## src/inc/pap_pkg.sv

```systemverilog
// Package with register map, field positions, reset values and carrier types for the port A pin control block
package pap_pkg;

  // ****************************************************************
  // Register map (byte addresses on the APB bus)
  // ****************************************************************
  localparam logic [7:0] GLOBAL_MCU_CONTROL_OFFSET = 8'h00;
  localparam logic [7:0] PORT_CONTROL_OFFSET = 8'h04;
  localparam logic [7:0] PORTA_DIR_OFFSET = 8'h08;
  localparam logic [7:0] PORTA_OUT_OFFSET = 8'h0c;
  localparam logic [7:0] PORTA_PIN_OFFSET = 8'h10;
  localparam logic [7:0] PORT_STATUS_OFFSET = 8'h14;

  // ****************************************************************
  // Field positions
  // ****************************************************************
  localparam int GLOBAL_PULLUP_OFF_POS = 4;
  localparam int PORTA_BBM_POS = 4;
  localparam int PORTB_BBM_POS = 5;
  localparam int PORTA_PULLUP_OFF_POS = 0;
  localparam int PORTB_PULLUP_OFF_POS = 1;
  localparam int REF_PIN = 7;
  localparam int SS_PIN = 6;
  localparam int SCK_PIN = 5;
  localparam int MOSI_PIN = 4;
  localparam int EXT_IRQ1_PIN = 3;
  localparam int DATA_IN_PIN = 4;

  // Writable bits of the two control registers
  localparam logic [7:0] GLOBAL_MCU_CONTROL_MASK = 8'h10;
  localparam logic [7:0] PORT_CONTROL_MASK = 8'h33;

  // ****************************************************************
  // Reset values
  // ****************************************************************
  localparam logic [7:0] GLOBAL_MCU_CONTROL_RESET = 8'h00;
  localparam logic [7:0] PORT_CONTROL_RESET = 8'h00;
  localparam logic [7:0] PORTA_DIR_RESET = 8'h00;
  localparam logic [7:0] PORTA_OUT_RESET = 8'h00;
  localparam logic [7:0] PIN_SYNC_RESET = 8'h00;

  // ****************************************************************
  // Carrier types
  // ****************************************************************
  // Controls arriving from the SPI and the converter reference logic
  typedef struct packed {
    logic spi_enable;
    logic spi_master;
    logic sck_out;
    logic mosi_out;
    logic refout_enable;
    logic ref_internal_sel;
    logic extref_use;
  } pap_alt_t;

  // Per-port drive state toward the pads
  typedef struct packed {
    logic [7:0] pin_out;
    logic [7:0] pin_oe;
    logic [7:0] pullup_en;
  } pap_pad_t;

endpackage : pap_pkg

```

## src/logic/pap_port_a.sv

```systemverilog
// Port A pin control: pull-up disables, break-before-make, alternate-function overrides, APB registers
`timescale 1ns/10ps

// What this block does
// - Global pull-up off bit set disables every port pull-up, whatever direction and output bits say.
// - With break-before-make on, a pin turned to output stays tri-stated one cycle first.
// - Each port has its own pull-up off bit disabling all pull-ups of that port.
// - A port's effective pull-up off is its own bit ORed with the global bit.
// - Reference output enabled with internal reference selected: bit 7 pull-up and driver off.
// - Bit 7 used as external reference input or bypass: pull-up and driver forced off.
// - SPI enabled as slave forces bit 6 (slave select) to input.
// - The far master drives slave select low; slave SPI is active only while low.
// - SPI master: slave select pin direction follows its direction register bit.
// - Slave select forced to input keeps its pull-up following its output bit.
// - SPI clock pin forced input as slave; follows its direction bit as master.
// - SPI clock pin forced to input keeps its pull-up following its output bit.
// - Serial unit data input overrides nothing; software must leave that pin as input.
// - Master-out slave-in pin forced input as slave; follows its direction bit as master.
// - Master-out slave-in pin forced to input keeps its pull-up following its output bit.
// - Pin n feeds pin change interrupt source n for n from 0 to 7.
// - The designated pin is routed to external interrupt source 1.
// - Without override, pull-up is on only for direction 0, output 1, pull-up off 0.
// - Direction override enabled: driver forced off, else the direction bit.
// - Pull-up override enabled: pull-up follows the override value, ignoring the other bits.
module pap_port_a (
  input wire logic pclk,
  input wire logic presetn,
  input wire logic psel,
  input wire logic penable,
  input wire logic pwrite,
  input wire logic [7:0] paddr,
  input wire logic [31:0] pwdata,
  output logic [31:0] prdata,
  output logic pready,
  output logic pslverr,
  input wire pap_pkg::pap_alt_t alt_ctrl,
  input wire logic [7:0] pin_in,
  output logic [7:0] pin_out,
  output logic [7:0] pin_oe,
  output logic [7:0] pullup_en,
  output logic [7:0] pin_change_src,
  output logic ext_irq_src1,
  output logic serial_unit_data_in,
  output logic spi_slave_selected,
  output logic portb_pullup_off,
  output logic portb_break_before_make
);

  // ****************************************************************
  // Declarations
  // ****************************************************************
  logic [7:0] global_mcu_control_q;
  logic [7:0] port_control_q;
  logic [7:0] porta_dir_q;
  logic [7:0] porta_out_q;
  logic [7:0] bbm_hold_q;
  logic [7:0] bbm_hold_d;
  logic [7:0] pin_s1_q;
  logic [7:0] pin_s2_q;
  logic [7:0] pin_s3_q;
  logic [7:0] pin_val_q;
  logic [31:0] prdata_q;
  logic pready_q;
  logic pslverr_q;
  pap_pkg::pap_pad_t pad_q;
  pap_pkg::pap_pad_t pad_d;
  logic [7:0] pin_change_q;
  logic ext_irq1_q;
  logic data_in_q;
  logic ss_active_q;
  logic portb_pud_q;
  logic portb_bbm_q;
  logic access;
  logic wr_en;
  logic [7:0] rd_val;
  logic rd_hit;
  logic global_pud;
  logic porta_pud;
  logic porta_bbm;
  logic spi_slave;
  logic spi_master;
  logic ref_busy;
  logic [7:0] pu_ovr_en;
  logic [7:0] pu_ovr_val;
  logic [7:0] dir_ovr_en;
  logic [7:0] val_ovr_en;
  logic [7:0] val_ovr_val;

  // Address decode, shared by read mux and write strobes
  function automatic logic addr_is(input logic [7:0] addr, input logic [7:0] offset);
    addr_is = (addr == offset);
  endfunction : addr_is

  // Default pull-up: input direction, output bit one, no disable
  function automatic logic pullup_default(input logic dir, input logic out, input logic global_pullup_off);
    pullup_default = ~dir & out & ~global_pullup_off;
  endfunction : pullup_default

  // ****************************************************************
  // APB slave
  // ****************************************************************
  // One wait state: pready rises the cycle after the access phase opens
  assign access = psel & penable & ~pready_q;
  assign wr_en = psel & penable & pready_q & pwrite & ~pslverr_q;

  always_comb begin
    rd_val = 8'h00;
    rd_hit = 1'b1;
    if (addr_is(paddr, pap_pkg::GLOBAL_MCU_CONTROL_OFFSET)) begin
      rd_val = global_mcu_control_q;
    end else if (addr_is(paddr, pap_pkg::PORT_CONTROL_OFFSET)) begin
      rd_val = port_control_q;
    end else if (addr_is(paddr, pap_pkg::PORTA_DIR_OFFSET)) begin
      rd_val = porta_dir_q;
    end else if (addr_is(paddr, pap_pkg::PORTA_OUT_OFFSET)) begin
      rd_val = porta_out_q;
    end else if (addr_is(paddr, pap_pkg::PORTA_PIN_OFFSET)) begin
      rd_val = pin_val_q;
    end else if (addr_is(paddr, pap_pkg::PORT_STATUS_OFFSET)) begin
      rd_val = pad_q.pin_oe;
    end else begin
      rd_hit = 1'b0;
    end
  end

  always_ff @(posedge pclk or negedge presetn) begin
    if (!presetn) begin
      pready_q <= 1'b0;
    end else begin
      pready_q <= access;
    end
  end

  always_ff @(posedge pclk or negedge presetn) begin
    if (!presetn) begin
      pslverr_q <= 1'b0;
    end else begin
      pslverr_q <= access & ~rd_hit;
    end
  end

  always_ff @(posedge pclk or negedge presetn) begin
    if (!presetn) begin
      prdata_q <= 32'h00000000;
    end else if (access) begin
      prdata_q <= (pwrite || !rd_hit) ? 32'h00000000 : {24'h000000, rd_val};
    end
  end

  // ****************************************************************
  // Control registers
  // ****************************************************************
  always_ff @(posedge pclk or negedge presetn) begin
    if (!presetn) begin
      global_mcu_control_q <= pap_pkg::GLOBAL_MCU_CONTROL_RESET;
    end else if (wr_en) begin
      if (addr_is(paddr, pap_pkg::GLOBAL_MCU_CONTROL_OFFSET)) begin
        global_mcu_control_q <= pwdata[7:0] & pap_pkg::GLOBAL_MCU_CONTROL_MASK;
      end
    end
  end

  always_ff @(posedge pclk or negedge presetn) begin
    if (!presetn) begin
      port_control_q <= pap_pkg::PORT_CONTROL_RESET;
    end else if (wr_en) begin
      if (addr_is(paddr, pap_pkg::PORT_CONTROL_OFFSET)) begin
        port_control_q <= pwdata[7:0] & pap_pkg::PORT_CONTROL_MASK;
      end
    end
  end

  always_ff @(posedge pclk or negedge presetn) begin
    if (!presetn) begin
      porta_dir_q <= pap_pkg::PORTA_DIR_RESET;
    end else if (wr_en) begin
      if (addr_is(paddr, pap_pkg::PORTA_DIR_OFFSET)) begin
        porta_dir_q <= pwdata[7:0];
      end
    end
  end

  always_ff @(posedge pclk or negedge presetn) begin
    if (!presetn) begin
      porta_out_q <= pap_pkg::PORTA_OUT_RESET;
    end else if (wr_en) begin
      if (addr_is(paddr, pap_pkg::PORTA_OUT_OFFSET)) begin
        porta_out_q <= pwdata[7:0];
      end
    end
  end

  assign global_pud = global_mcu_control_q[pap_pkg::GLOBAL_PULLUP_OFF_POS];
  assign porta_pud = port_control_q[pap_pkg::PORTA_PULLUP_OFF_POS] | global_pud;
  assign porta_bbm = port_control_q[pap_pkg::PORTA_BBM_POS];

  // ****************************************************************
  // Break-before-make hold
  // ****************************************************************
  // Bits switching input to output by a direction write, held off one cycle
  always_comb begin
    bbm_hold_d = 8'h00;
    if (wr_en && porta_bbm && addr_is(paddr, pap_pkg::PORTA_DIR_OFFSET)) begin
      bbm_hold_d = pwdata[7:0] & ~porta_dir_q;
    end
  end

  always_ff @(posedge pclk or negedge presetn) begin
    if (!presetn) begin
      bbm_hold_q <= 8'h00;
    end else begin
      bbm_hold_q <= bbm_hold_d;
    end
  end

  // ****************************************************************
  // Pin input synchronisers
  // ****************************************************************
  always_ff @(posedge pclk or negedge presetn) begin
    if (!presetn) begin
      pin_s1_q <= pap_pkg::PIN_SYNC_RESET;
      pin_s2_q <= pap_pkg::PIN_SYNC_RESET;
      pin_s3_q <= pap_pkg::PIN_SYNC_RESET;
    end else begin
      pin_s1_q <= pin_in;
      pin_s2_q <= pin_s1_q;
      pin_s3_q <= pin_s2_q;
    end
  end

  // A pin value changes only when the second and third stages agree
  genvar gi;
  generate
    for (gi = 0; gi < 8; gi++) begin : g_pin_val
      always_ff @(posedge pclk or negedge presetn) begin
        if (!presetn) begin
          pin_val_q[gi] <= 1'b0;
        end else if (pin_s2_q[gi] == pin_s3_q[gi]) begin
          pin_val_q[gi] <= pin_s3_q[gi];
        end
      end
    end
  endgenerate

  // ****************************************************************
  // Alternate-function overrides
  // ****************************************************************
  assign spi_slave = alt_ctrl.spi_enable & ~alt_ctrl.spi_master;
  assign spi_master = alt_ctrl.spi_enable & alt_ctrl.spi_master;
  assign ref_busy = (alt_ctrl.refout_enable & alt_ctrl.ref_internal_sel) | alt_ctrl.extref_use;

  // Override enables and values per pin; a cleared enable leaves the plain port registers in charge
  always_comb begin
    pu_ovr_en = 8'h00;
    pu_ovr_val = 8'h00;
    dir_ovr_en = 8'h00;
    val_ovr_en = 8'h00;
    val_ovr_val = 8'h00;
    // SPI slave: select, clock and data in become inputs, pull-ups keep following their output bits
    if (spi_slave) begin
      dir_ovr_en[pap_pkg::SS_PIN] = 1'b1;
      dir_ovr_en[pap_pkg::SCK_PIN] = 1'b1;
      dir_ovr_en[pap_pkg::MOSI_PIN] = 1'b1;
      pu_ovr_en[pap_pkg::SS_PIN] = 1'b1;
      pu_ovr_en[pap_pkg::SCK_PIN] = 1'b1;
      pu_ovr_en[pap_pkg::MOSI_PIN] = 1'b1;
      pu_ovr_val[pap_pkg::SS_PIN] = porta_out_q[pap_pkg::SS_PIN] & ~porta_pud;
      pu_ovr_val[pap_pkg::SCK_PIN] = porta_out_q[pap_pkg::SCK_PIN] & ~porta_pud;
      pu_ovr_val[pap_pkg::MOSI_PIN] = porta_out_q[pap_pkg::MOSI_PIN] & ~porta_pud;
    end
    // SPI master: directions stay with the register, clock and data out carry the SPI values
    if (spi_master) begin
      val_ovr_en[pap_pkg::SCK_PIN] = 1'b1;
      val_ovr_en[pap_pkg::MOSI_PIN] = 1'b1;
      val_ovr_val[pap_pkg::SCK_PIN] = alt_ctrl.sck_out;
      val_ovr_val[pap_pkg::MOSI_PIN] = alt_ctrl.mosi_out;
    end
    // Reference pin: driver and pull-up forced off while the converter uses it
    if (ref_busy) begin
      dir_ovr_en[pap_pkg::REF_PIN] = 1'b1;
      pu_ovr_en[pap_pkg::REF_PIN] = 1'b1;
    end
  end

  // Every direction override of this port forces the pin to input
  always_comb begin
    pad_d = '0;
    for (int i = 0; i < 8; i++) begin
      pad_d.pin_out[i] = val_ovr_en[i] ? val_ovr_val[i] : porta_out_q[i];
      pad_d.pin_oe[i] = dir_ovr_en[i] ? 1'b0 : porta_dir_q[i] & ~bbm_hold_q[i];
      pad_d.pullup_en[i] = pu_ovr_en[i] ? pu_ovr_val[i]
        : pullup_default(porta_dir_q[i], porta_out_q[i], porta_pud);
    end
  end

  // ****************************************************************
  // Pad drive registers
  // ****************************************************************
  always_ff @(posedge pclk or negedge presetn) begin
    if (!presetn) begin
      pad_q <= '0;
    end else begin
      pad_q <= pad_d;
    end
  end

  // ****************************************************************
  // Input routing toward interrupt and serial logic
  // ****************************************************************
  always_ff @(posedge pclk or negedge presetn) begin
    if (!presetn) begin
      pin_change_q <= 8'h00;
    end else begin
      pin_change_q <= pin_val_q;
    end
  end

  always_ff @(posedge pclk or negedge presetn) begin
    if (!presetn) begin
      ext_irq1_q <= 1'b0;
    end else begin
      ext_irq1_q <= pin_val_q[pap_pkg::EXT_IRQ1_PIN];
    end
  end

  always_ff @(posedge pclk or negedge presetn) begin
    if (!presetn) begin
      data_in_q <= 1'b0;
    end else begin
      data_in_q <= pin_val_q[pap_pkg::DATA_IN_PIN];
    end
  end

  always_ff @(posedge pclk or negedge presetn) begin
    if (!presetn) begin
      ss_active_q <= 1'b0;
    end else begin
      ss_active_q <= spi_slave & ~pin_val_q[pap_pkg::SS_PIN];
    end
  end

  // ****************************************************************
  // Port B controls
  // ****************************************************************
  always_ff @(posedge pclk or negedge presetn) begin
    if (!presetn) begin
      portb_pud_q <= 1'b0;
    end else begin
      portb_pud_q <= port_control_q[pap_pkg::PORTB_PULLUP_OFF_POS] | global_pud;
    end
  end

  always_ff @(posedge pclk or negedge presetn) begin
    if (!presetn) begin
      portb_bbm_q <= 1'b0;
    end else begin
      portb_bbm_q <= port_control_q[pap_pkg::PORTB_BBM_POS];
    end
  end

  // ****************************************************************
  // Outputs
  // ****************************************************************
  assign prdata = prdata_q;
  assign pready = pready_q;
  assign pslverr = pslverr_q;
  assign pin_out = pad_q.pin_out;
  assign pin_oe = pad_q.pin_oe;
  assign pullup_en = pad_q.pullup_en;
  assign pin_change_src = pin_change_q;
  assign ext_irq_src1 = ext_irq1_q;
  assign serial_unit_data_in = data_in_q;
  assign spi_slave_selected = ss_active_q;
  assign portb_pullup_off = portb_pud_q;
  assign portb_break_before_make = portb_bbm_q;

endmodule : pap_port_a

```

## config.mk

```make
export PLATFORM = sky130hd
export DESIGN_NAME = pap_port_a
export DESIGN_NICKNAME = d
export VERILOG_FILES = /design/src/inc/pap_pkg.sv /design/src/logic/pap_port_a.sv
export SDC_FILE = /design/constraint.sdc
export NUM_CORES = 1
export LEC_CHECK = 0
export ABC_AREA = 1
export BUFFER_PORTS_ARGS = -buffer_cell sky130_fd_sc_hd__buf_4
export CORE_MARGIN = 3
export CORE_UTILIZATION = 30
export DETAILED_ROUTE_END_ITERATION = 10
export HOLD_SLACK_MARGIN = 0.02
export PLACE_DENSITY = 0.5
export SYNTH_ARGS = -nofsm -noshare
export SYNTH_HDL_FRONTEND = slang
export SYNTH_SLANG_ARGS = --single-unit
export TNS_END_PERCENT = 20
```

## constraint.sdc

```tcl
create_clock -name pclk -period 1.5 [get_ports pclk]
set_input_delay 0.075 -clock pclk [delete_from_list [all_inputs] [get_ports pclk]]
set_output_delay 0.075 -clock pclk [all_outputs]
set_load 0.02 [all_outputs]
```

; Word level (Yosys, flattened, before mapping)
; Cells that the tools add are included.
[word_totals]
reg_bits = 132
elab_cells = 143
in_bits = 60
out_inout_bits = 71
[classes]
bitwise = 64
n_mux = 29
n_reduce_logical = 9
eq_ne = 13
[ops]
columns = op, count
row1 = $mux 8, 8
row2 = $and 1x1->1, 37
row3 = $not 1->1, 22
row4 = $mux 1, 17
row5 = $eq 8x4->1 const B, 2
row6 = $eq 8x5->1 const B, 2
row7 = $and 8x8->8, 1
row8 = $eq 1x1->1, 8
row9 = $eq 8x3->1 const B, 1
row10 = $logic_not 8->1, 1
row11 = $not 8->8, 1
row12 = $reduce_and 2->1, 4
row13 = $mux 3, 2
row14 = $mux 2, 2
row15 = $or 1x1->1, 3
row16 = $logic_and 1x1->1, 2
row17 = $logic_not 1->1, 1
row18 = $logic_or 1x1->1, 1

; Depth between registers and ports, before layout
; Gate-level depths: netlist of run 1.
[depth]
depth_word = 10
mapped_depth = 10

; Least setup slack after synthesis of run 1
; Ideal clock, no wire load.
[synth_timing]
path_kind = flip-flop to flip-flop
from = reg pready_q, in the netlist pready
to = reg porta_dir_q[6]
arrival_time_ns = 1.280
path_stages_with_launch = 7
n_path_buf = 1
setup_time_ns = 0.126
slack_ns = 0.094
path_cell_list = dfrtp_1 > nand2_1 > nor3_4 > nand3_1 > buf_2 > nand2_1 > o21ai_0
[synth_between]
elab_chain_cells = 4
[synth_lines]
columns = item, line_no
row1 = start: declaration, pap_port_a.sv:63  ; logic pready_q;
row2 = start signal: assignment, pap_port_a.sv:130  ; pready_q <= access;
row3 = $and 1x1->1 (3 in series), pap_port_a.sv:104  ; assign wr_en = psel & penable & pready_q & pwrite & ~pslverr_q;
row4 = $reduce_and 2->1 (no line), -
row5 = end signal: assignment, pap_port_a.sv:175  ; porta_dir_q <= pap_pkg::PORTA_DIR_RESET;
row6 = end signal: assignment, pap_port_a.sv:178  ; porta_dir_q <= pwdata[7:0];
row7 = end: declaration, pap_port_a.sv:54  ; logic [7:0] porta_dir_q;
; No other way between the ends.
; A chain may end at the register's enable or synchronous reset.

==> flow_metrics.tcl, run 1 <==
set metrics [dict create \
    status "finished clean" \
    hp-class "in -> reg" \
    fmax_ghz 0.709 \
    rrSetupSlack_ns 0.17 \
    finalClockSkew_ns 0.00931 \
    cell_internal_pwr_uw 4470 \
    path_class "in -> reg" \
    postCtsSetupBuffers 0 \
    yosys_register_bits 106 \
    rows 42 \
    drc_errors 0 \
    grt_pass1_vias 2991 \
    antenna_found_initial 0 \
    grt-ovfl-total 0 \
    cp.required_ns 1.74 \
    yosysSeqAreaShare_pct 64.6 \
    fp.dieH_um 123 \
    hpwl_um 7140 \
    area_growth_pct 33.3 \
    synth_area_um2 4110 \
    regArea_um2 2650 \
    whs_ns 0.0350 \
    ys_warn_count 0 \
    critPathArrivalTime_ns 1.65 \
    ctsResizeCount 0 \
    synthArstFlopShare_pct 100 \
    cts_tree "done" \
    num_vias 2980 \
    maxCapViolCount 0 \
    peakVddDrop_uv 552 \
    clk_pin_slew_ns 0.07 \
    swShare_pct 24.2 \
    gp_congestion 0.881 \
    syn_inst 391 \
    p_per_area_nw_per_um2 1080 \
    netlist.top_cell.by_area "dfrtp_1" \
    fin_util_pct 41.2 \
    cp-start-kind "input pin" \
    wirelength_um 9630 \
    maxSlewViolCount 0 \
    yosysUniqueCellTypes 30 \
    gr-max-usage-layer "met2" \
    drive_above_1_share_pct 26.3 \
    path_max_fanout 2 \
    power.share.sequential_pct 50.7 \
    antenna_cells 0 \
    yosys_most_used_dff "dfrtp_1" \
    pwr-share-comb_pct 7.8 \
    cts-buffers-inserted 9 \
    core_um2 13300 \
    synth_top_area_share_pct 64.6 \
    yosys-top-cells-count "dfrtp_1 (106), nand2_1 (71), nor2_1 (41)" \
    numPortBuffers 82 \
    hp-start "pwdata[0]" \
    grt_util_all_layers_pct 13.4 \
    dr.pass1.iters 4 \
    io_pins 131 \
    grt_use_met1_pct 17.9 \
    fin_setup_tns_ns 0 \
    rsz0062_at_grt "false" \
    rr_endpoint "porta_out_q[7]$_DFFE_PN0P_" \
    grt_start_max_net_pins 30 \
    clk_path_buf_depth 2 \
    p_switching_uw 1430 \
    grt_pass1_wl_um 15400 \
    htreeDepth 3 \
    fillCellCount 1308 \
    power_uw 5900 \
    cts_root_buffer "clkbuf_16" \
    yosysMostFrequentCell "dfrtp_1" \
    wl_per_cell_um 13.8 \
    reg2reg_depth 5 \
    finalHoldViolCount 0 \
    drtIter0Drc 120 \
    finalCritPeriodShare_pct 94.1 \
    clockPowerShare_pct 41.5 \
    clkSinkCount 106 \
    start_util_pct 30.9 \
    fin_crit_ns 1.41 \
    routed_via_density 4.28 \
    multiInputGateArea_um2 1190 \
    nNetsFinal 575 \
    dieArea_um2 15100 \
    p_leak_uw 0.00279 \
    rr_startpoint "pslverr$_DFF_PN0_" \
    synth_edf_count 0 \
    cp-startpoint "alt_ctrl[0]" \
    setup_violations 0 \
    clk_latency_ns 0.35 \
    die_width_um 123 \
    netlist_top_cells_area "dfrtp_1 (65%), nand2_1 (6.5%), buf_4 (4.8%)" \
    use_met2_pct 21.4 \
    syn_area_per_cell_um2 10.5 \
    endpoint_kind "flip-flop" \
    ant_nets 0 \
    use_met3_pct 3.16 \
    crit_end "pullup_en[7]$_DFF_PN0_" \
]
## kinds of logic (layout without fill, tap and decap cells)
group / Yosys count / in the layout / synth area share (%)
AOI/OAI and AO/OA: 35 / 35 / 4.48
adders and majority gates: 8 / 8 / 1.95
buffers and inverters: 63 / 169 / 8.53
DFF: 106 / 106 / 64.6
muxes: 2 / 2 / 0.548
other: 1 / 24 / 0.0913
and+or+nand+nor: 176 / 176 / 19.9
## how the worst min path moves through the flow
stage,cells past startpoint,slack (ns),endpoint
2_1_floorplan,0,-0.22,bbm_hold_q[0]$_DFF_PN0_
4_1_cts,4,0.03,prdata[6]$_DFFE_PN0P_
3_5_place_dp,1,-0.03,pin_change_src[4]$_DFF_PN0_
6_report,3,0.03,bbm_hold_q[0]$_DFF_PN0_
5_1_grt,3,0.04,bbm_hold_q[0]$_DFF_PN0_
3_3_place_gp,1,-0.03,pin_change_src[4]$_DFF_PN0_
## worst max-delay path, cell delays in order
cell,delay (ns)
dlygate4sd3_1,0.53
buf_4,0.13
a21o_1,0.13
dlygate4sd3_1,0.57
nor4_1,0.21
## layout make-up
cell class	count	share of cell area (%)
multi-input cells	245	21.8
clock inverters	7	1.60
flip-flops and latches	106	48.4
inverters	33	2.26
well taps	176	4.02
repair buffers	120	17.8
clock buffers	9	4.11
## power by group through the flow
| stage | clock network [uW] | registers, uW | logic, uW |
|---|---|---|---|
| after floorplan | 0 | 3070 | 205 |
| after global placement | 0 | 3050 | 423 |
| after detailed placement | 0 | 3050 | 428 |
| after CTS | 2530 | 2990 | 468 |
| after global routing | 2640 | 3000 | 509 |
| final | 2450 | 2990 | 460 |
## per-stage QoR
stage,cell area (um2),worst slack (ns),instances
after global routing,5480,0.00399,696
after CTS,5480,0.101,696
final,5480,0.0892,696
after floorplan,4200,0.0936,414
after global placement,4970,0.129,661
after detailed placement,4970,0.119,661
## per-layer routing
metal / vias up / wire length [um]
met1: 1413 / 4270
met5: - / 0
met2: 81 / 4600
met3: 15 / 623
met4: 0 / 136
li1: 1471 / -
## timing repair
item / 4_1_cts / 5_1_grt
hold endpoints to repair: 123 / 0
hold buffers: 19 / 0
endpoints found under the setup margin: 0 / 0
## layout by cell type, fill, tap and decap left out, types with 2 or more instances in the layout
master,n
inv_8,2
nand2_1,71
mux2_2,2
nand2_2,2
nor2_1,41
o21ai_1,2
conb_1,24
nand3_1,28
buf_12,2
nand4_1,2
nor2_2,4
maj3_1,8
or2_2,2
dfrtp_1,106
nor2_4,4
inv_2,3
clkbuf_16,9
inv_1,30
inv_6,4
nor4_1,9
a21oi_1,2
buf_4,99
dlygate4sd3_1,19
nor3_1,9
o21ai_0,27
nand2_4,2
Note: power is estimated with default switching activity, not from simulation.
==> run 2, diff against run 1 <==
CORE_ASPECT_RATIO = 1.5   (was default)
==> run 2 against run 1 <==
Net effect: global-route usage grew 0.40 points; count of clock-buffer cells in the layout unchanged; non-clock buffer count grew 2; via count is 0.23% lower; utilization grew 0.13 points; setup slack better by 0.016 ns; die area grew 0.19%; flip-flop and latch count unchanged; sequential share of layout area increased by 0.17 points; maximum frequency increased by 1.1%; clock power is 4% lower; combinational power about the same; critical endpoint unchanged; largest cell class unchanged; largest power group unchanged.
==> flow_metrics.tcl, run 2 (same netlist as run 1, synthesis figures left out) <==
set metrics [dict create \
    cts-buffers-inserted 9 \
    fp.dieH_um 149 \
    mostFrequentLayoutCells "dfrtp_1 (106), buf_4 (102), nand2_1 (71), nor2_1 (41), inv_1 (30)" \
    die_width_um 102 \
    p_leak_uw 0.00278 \
    hpwl_um 7520 \
    wl_per_cell_um 14.7 \
    htreeDepth 3 \
    cpMostUsedCell "dlygate4sd3_1" \
    postCtsSetupBuffers 0 \
    clk_path_buf_depth 2 \
    clk_latency_ns 0.34 \
    fillCellCount 1282 \
    maxCapViolCount 0 \
    area_growth_pct 32.8 \
    fin_crit_ns 1.40 \
    path_cells "dlygate4sd3_1, buf_4, a21o_1, dlygate4sd3_1, nor4_1" \
    setup_violations 0 \
    routed_via_density 4.37 \
    status "finished clean" \
    clk_pin_slew_ns 0.07 \
    finalCritPeriodShare_pct 93.0 \
    critPathBufInv 3 \
    ant_nets 0 \
    cts_root_buffer "clkbuf_16" \
    wirelength_um 10000 \
    power_uw 5820 \
    drc_errors 0 \
    fmax_ghz 0.717 \
    path_max_fanout 2 \
    grt-ovfl-total 0 \
    p_per_area_nw_per_um2 1070 \
    multiInputGateArea_um2 1200 \
    endpoint_kind "flip-flop" \
    rsz0062_at_grt "true" \
    hp-class "in -> reg" \
    drtIter0Drc 105 \
    numPortBuffers 82 \
    fin_util_pct 41.3 \
    grt_pass1_wl_um 15600 \
    gp_congestion 0.810 \
    cts_tree "done" \
    cpMaxStageDelayCell "dlygate4sd3_1" \
    finalClockSkew_ns 0.00698 \
    grt_util_all_layers_pct 13.8 \
    nNetsFinal 577 \
    start_util_pct 31.1 \
    hp-start "pwdata[5]" \
    path_class "in -> reg" \
    dr.pass1.iters 4 \
    drive_above_1_share_pct 27.0 \
    slew-limit-headroom_pct 66.2 \
    finalHoldViolCount 0 \
    grt_start_max_net_pins 40 \
    maxSlewViolCount 0 \
    cp_top_family "buffers and inverters" \
    io_pins 131 \
    rr_startpoint "pslverr$_DFF_PN0_" \
    antenna_cells 0 \
    regArea_um2 2650 \
    peakVddDrop_uv 502 \
    final_common_cell "dfrtp_1" \
    grt_pass1_vias 3005 \
    cp-startpoint "alt_ctrl[0]" \
    max_stage_delay_ns 0.58 \
    cp-start-kind "input pin" \
    rows 51 \
    worst_pin_slew_ns 0.507 \
    critPathArrivalTime_ns 1.64 \
    antenna_found_initial 0 \
    cp.required_ns 1.74 \
    clkSinkCount 106 \
    num_vias 2973 \
    core_um2 13200 \
    dieArea_um2 15200 \
]
==> run 2: final cells by class <==
| cell class | count | area share, % |
|---|---|---|
| Sequential cell | 106 | 48.6 |
| Timing Repair Buffer | 122 | 17.9 |
| Tap cell | 159 | 3.65 |
| Inverter | 33 | 2.27 |
| Multi-Input combinational cell | 245 | 22.1 |
| Clock inverter | 7 | 1.40 |
| Clock buffer | 9 | 4.13 |
==> run 2: worst min-delay path, cell delays in order <==
cell and delay [ns]:
buf_4 0.10, inv_1 0.10, nor4_1 0.06
==> run 2: per-layer routing <==
| layer | global-route usage [%] | vias to the layer above | share of wire [%] |
|---|---|---|---|
| met4 | 6.19 | 0 | 1.9 |
| met2 | 23.5 | 79 | 54 |
| met5 | 0 | - | 0 |
| met1 | 16.3 | 1419 | 41 |
| met3 | 3.23 | 8 | 3.5 |
| li1 | - | 1467 | - |
==> run 2: report_power, final <==
group | leakage [uW] | total [uW] | switching (uW) | internal, uW
Clock | 0.000143 | 2360 | 1050 | 1310
Combinational | 0.00125 | 463 | 272 | 191
Sequential | 0.00139 | 2990 | 50.2 | 2940
==> run 2: stage by stage <==
step / hold slack, ns / cell area, um2 / TNS (ns) / instances / setup WS, ns
floorplan: -0.221 / 4200 / 0 / 414 / 0.0936
global placement: 0.0773 / 4950 / 0 / 646 / 0.112
detailed placement: 0.0868 / 4950 / 0 / 646 / 0.0921
CTS: 0.0220 / 5450 / 0 / 681 / 0.0795
global route: 0.0264 / 5460 / -0.00666 / 681 / -0.00666
finish: 0.0429 / 5460 / 0 / 681 / 0.105
==> run 2: path summary, 6_finish.rpt <==
kind                                           end  slack, ns  depth (start not counted)
max in group asynchronous      pin_oe[0]$_DFF_PN0_       0.63                          3
min reg2reg                  pin_s2_q[2]$_DFF_PN0_       0.35                          0
max                         pullup_en[7]$_DFF_PN0_       0.10                          5
min                        bbm_hold_q[5]$_DFF_PN0_       0.04                          3
max reg2reg                bbm_hold_q[3]$_DFF_PN0_       0.10                          4
min in group asynchronous    pin_s1_q[7]$_DFF_PN0_       0.24                          2
==> run 2: what timing repair did <==
action	in CTS	in global routing
hold buffers	19	0
setup endpoints to repair	0	4
hold endpoints to repair	52	0
gates resized for setup	0	2
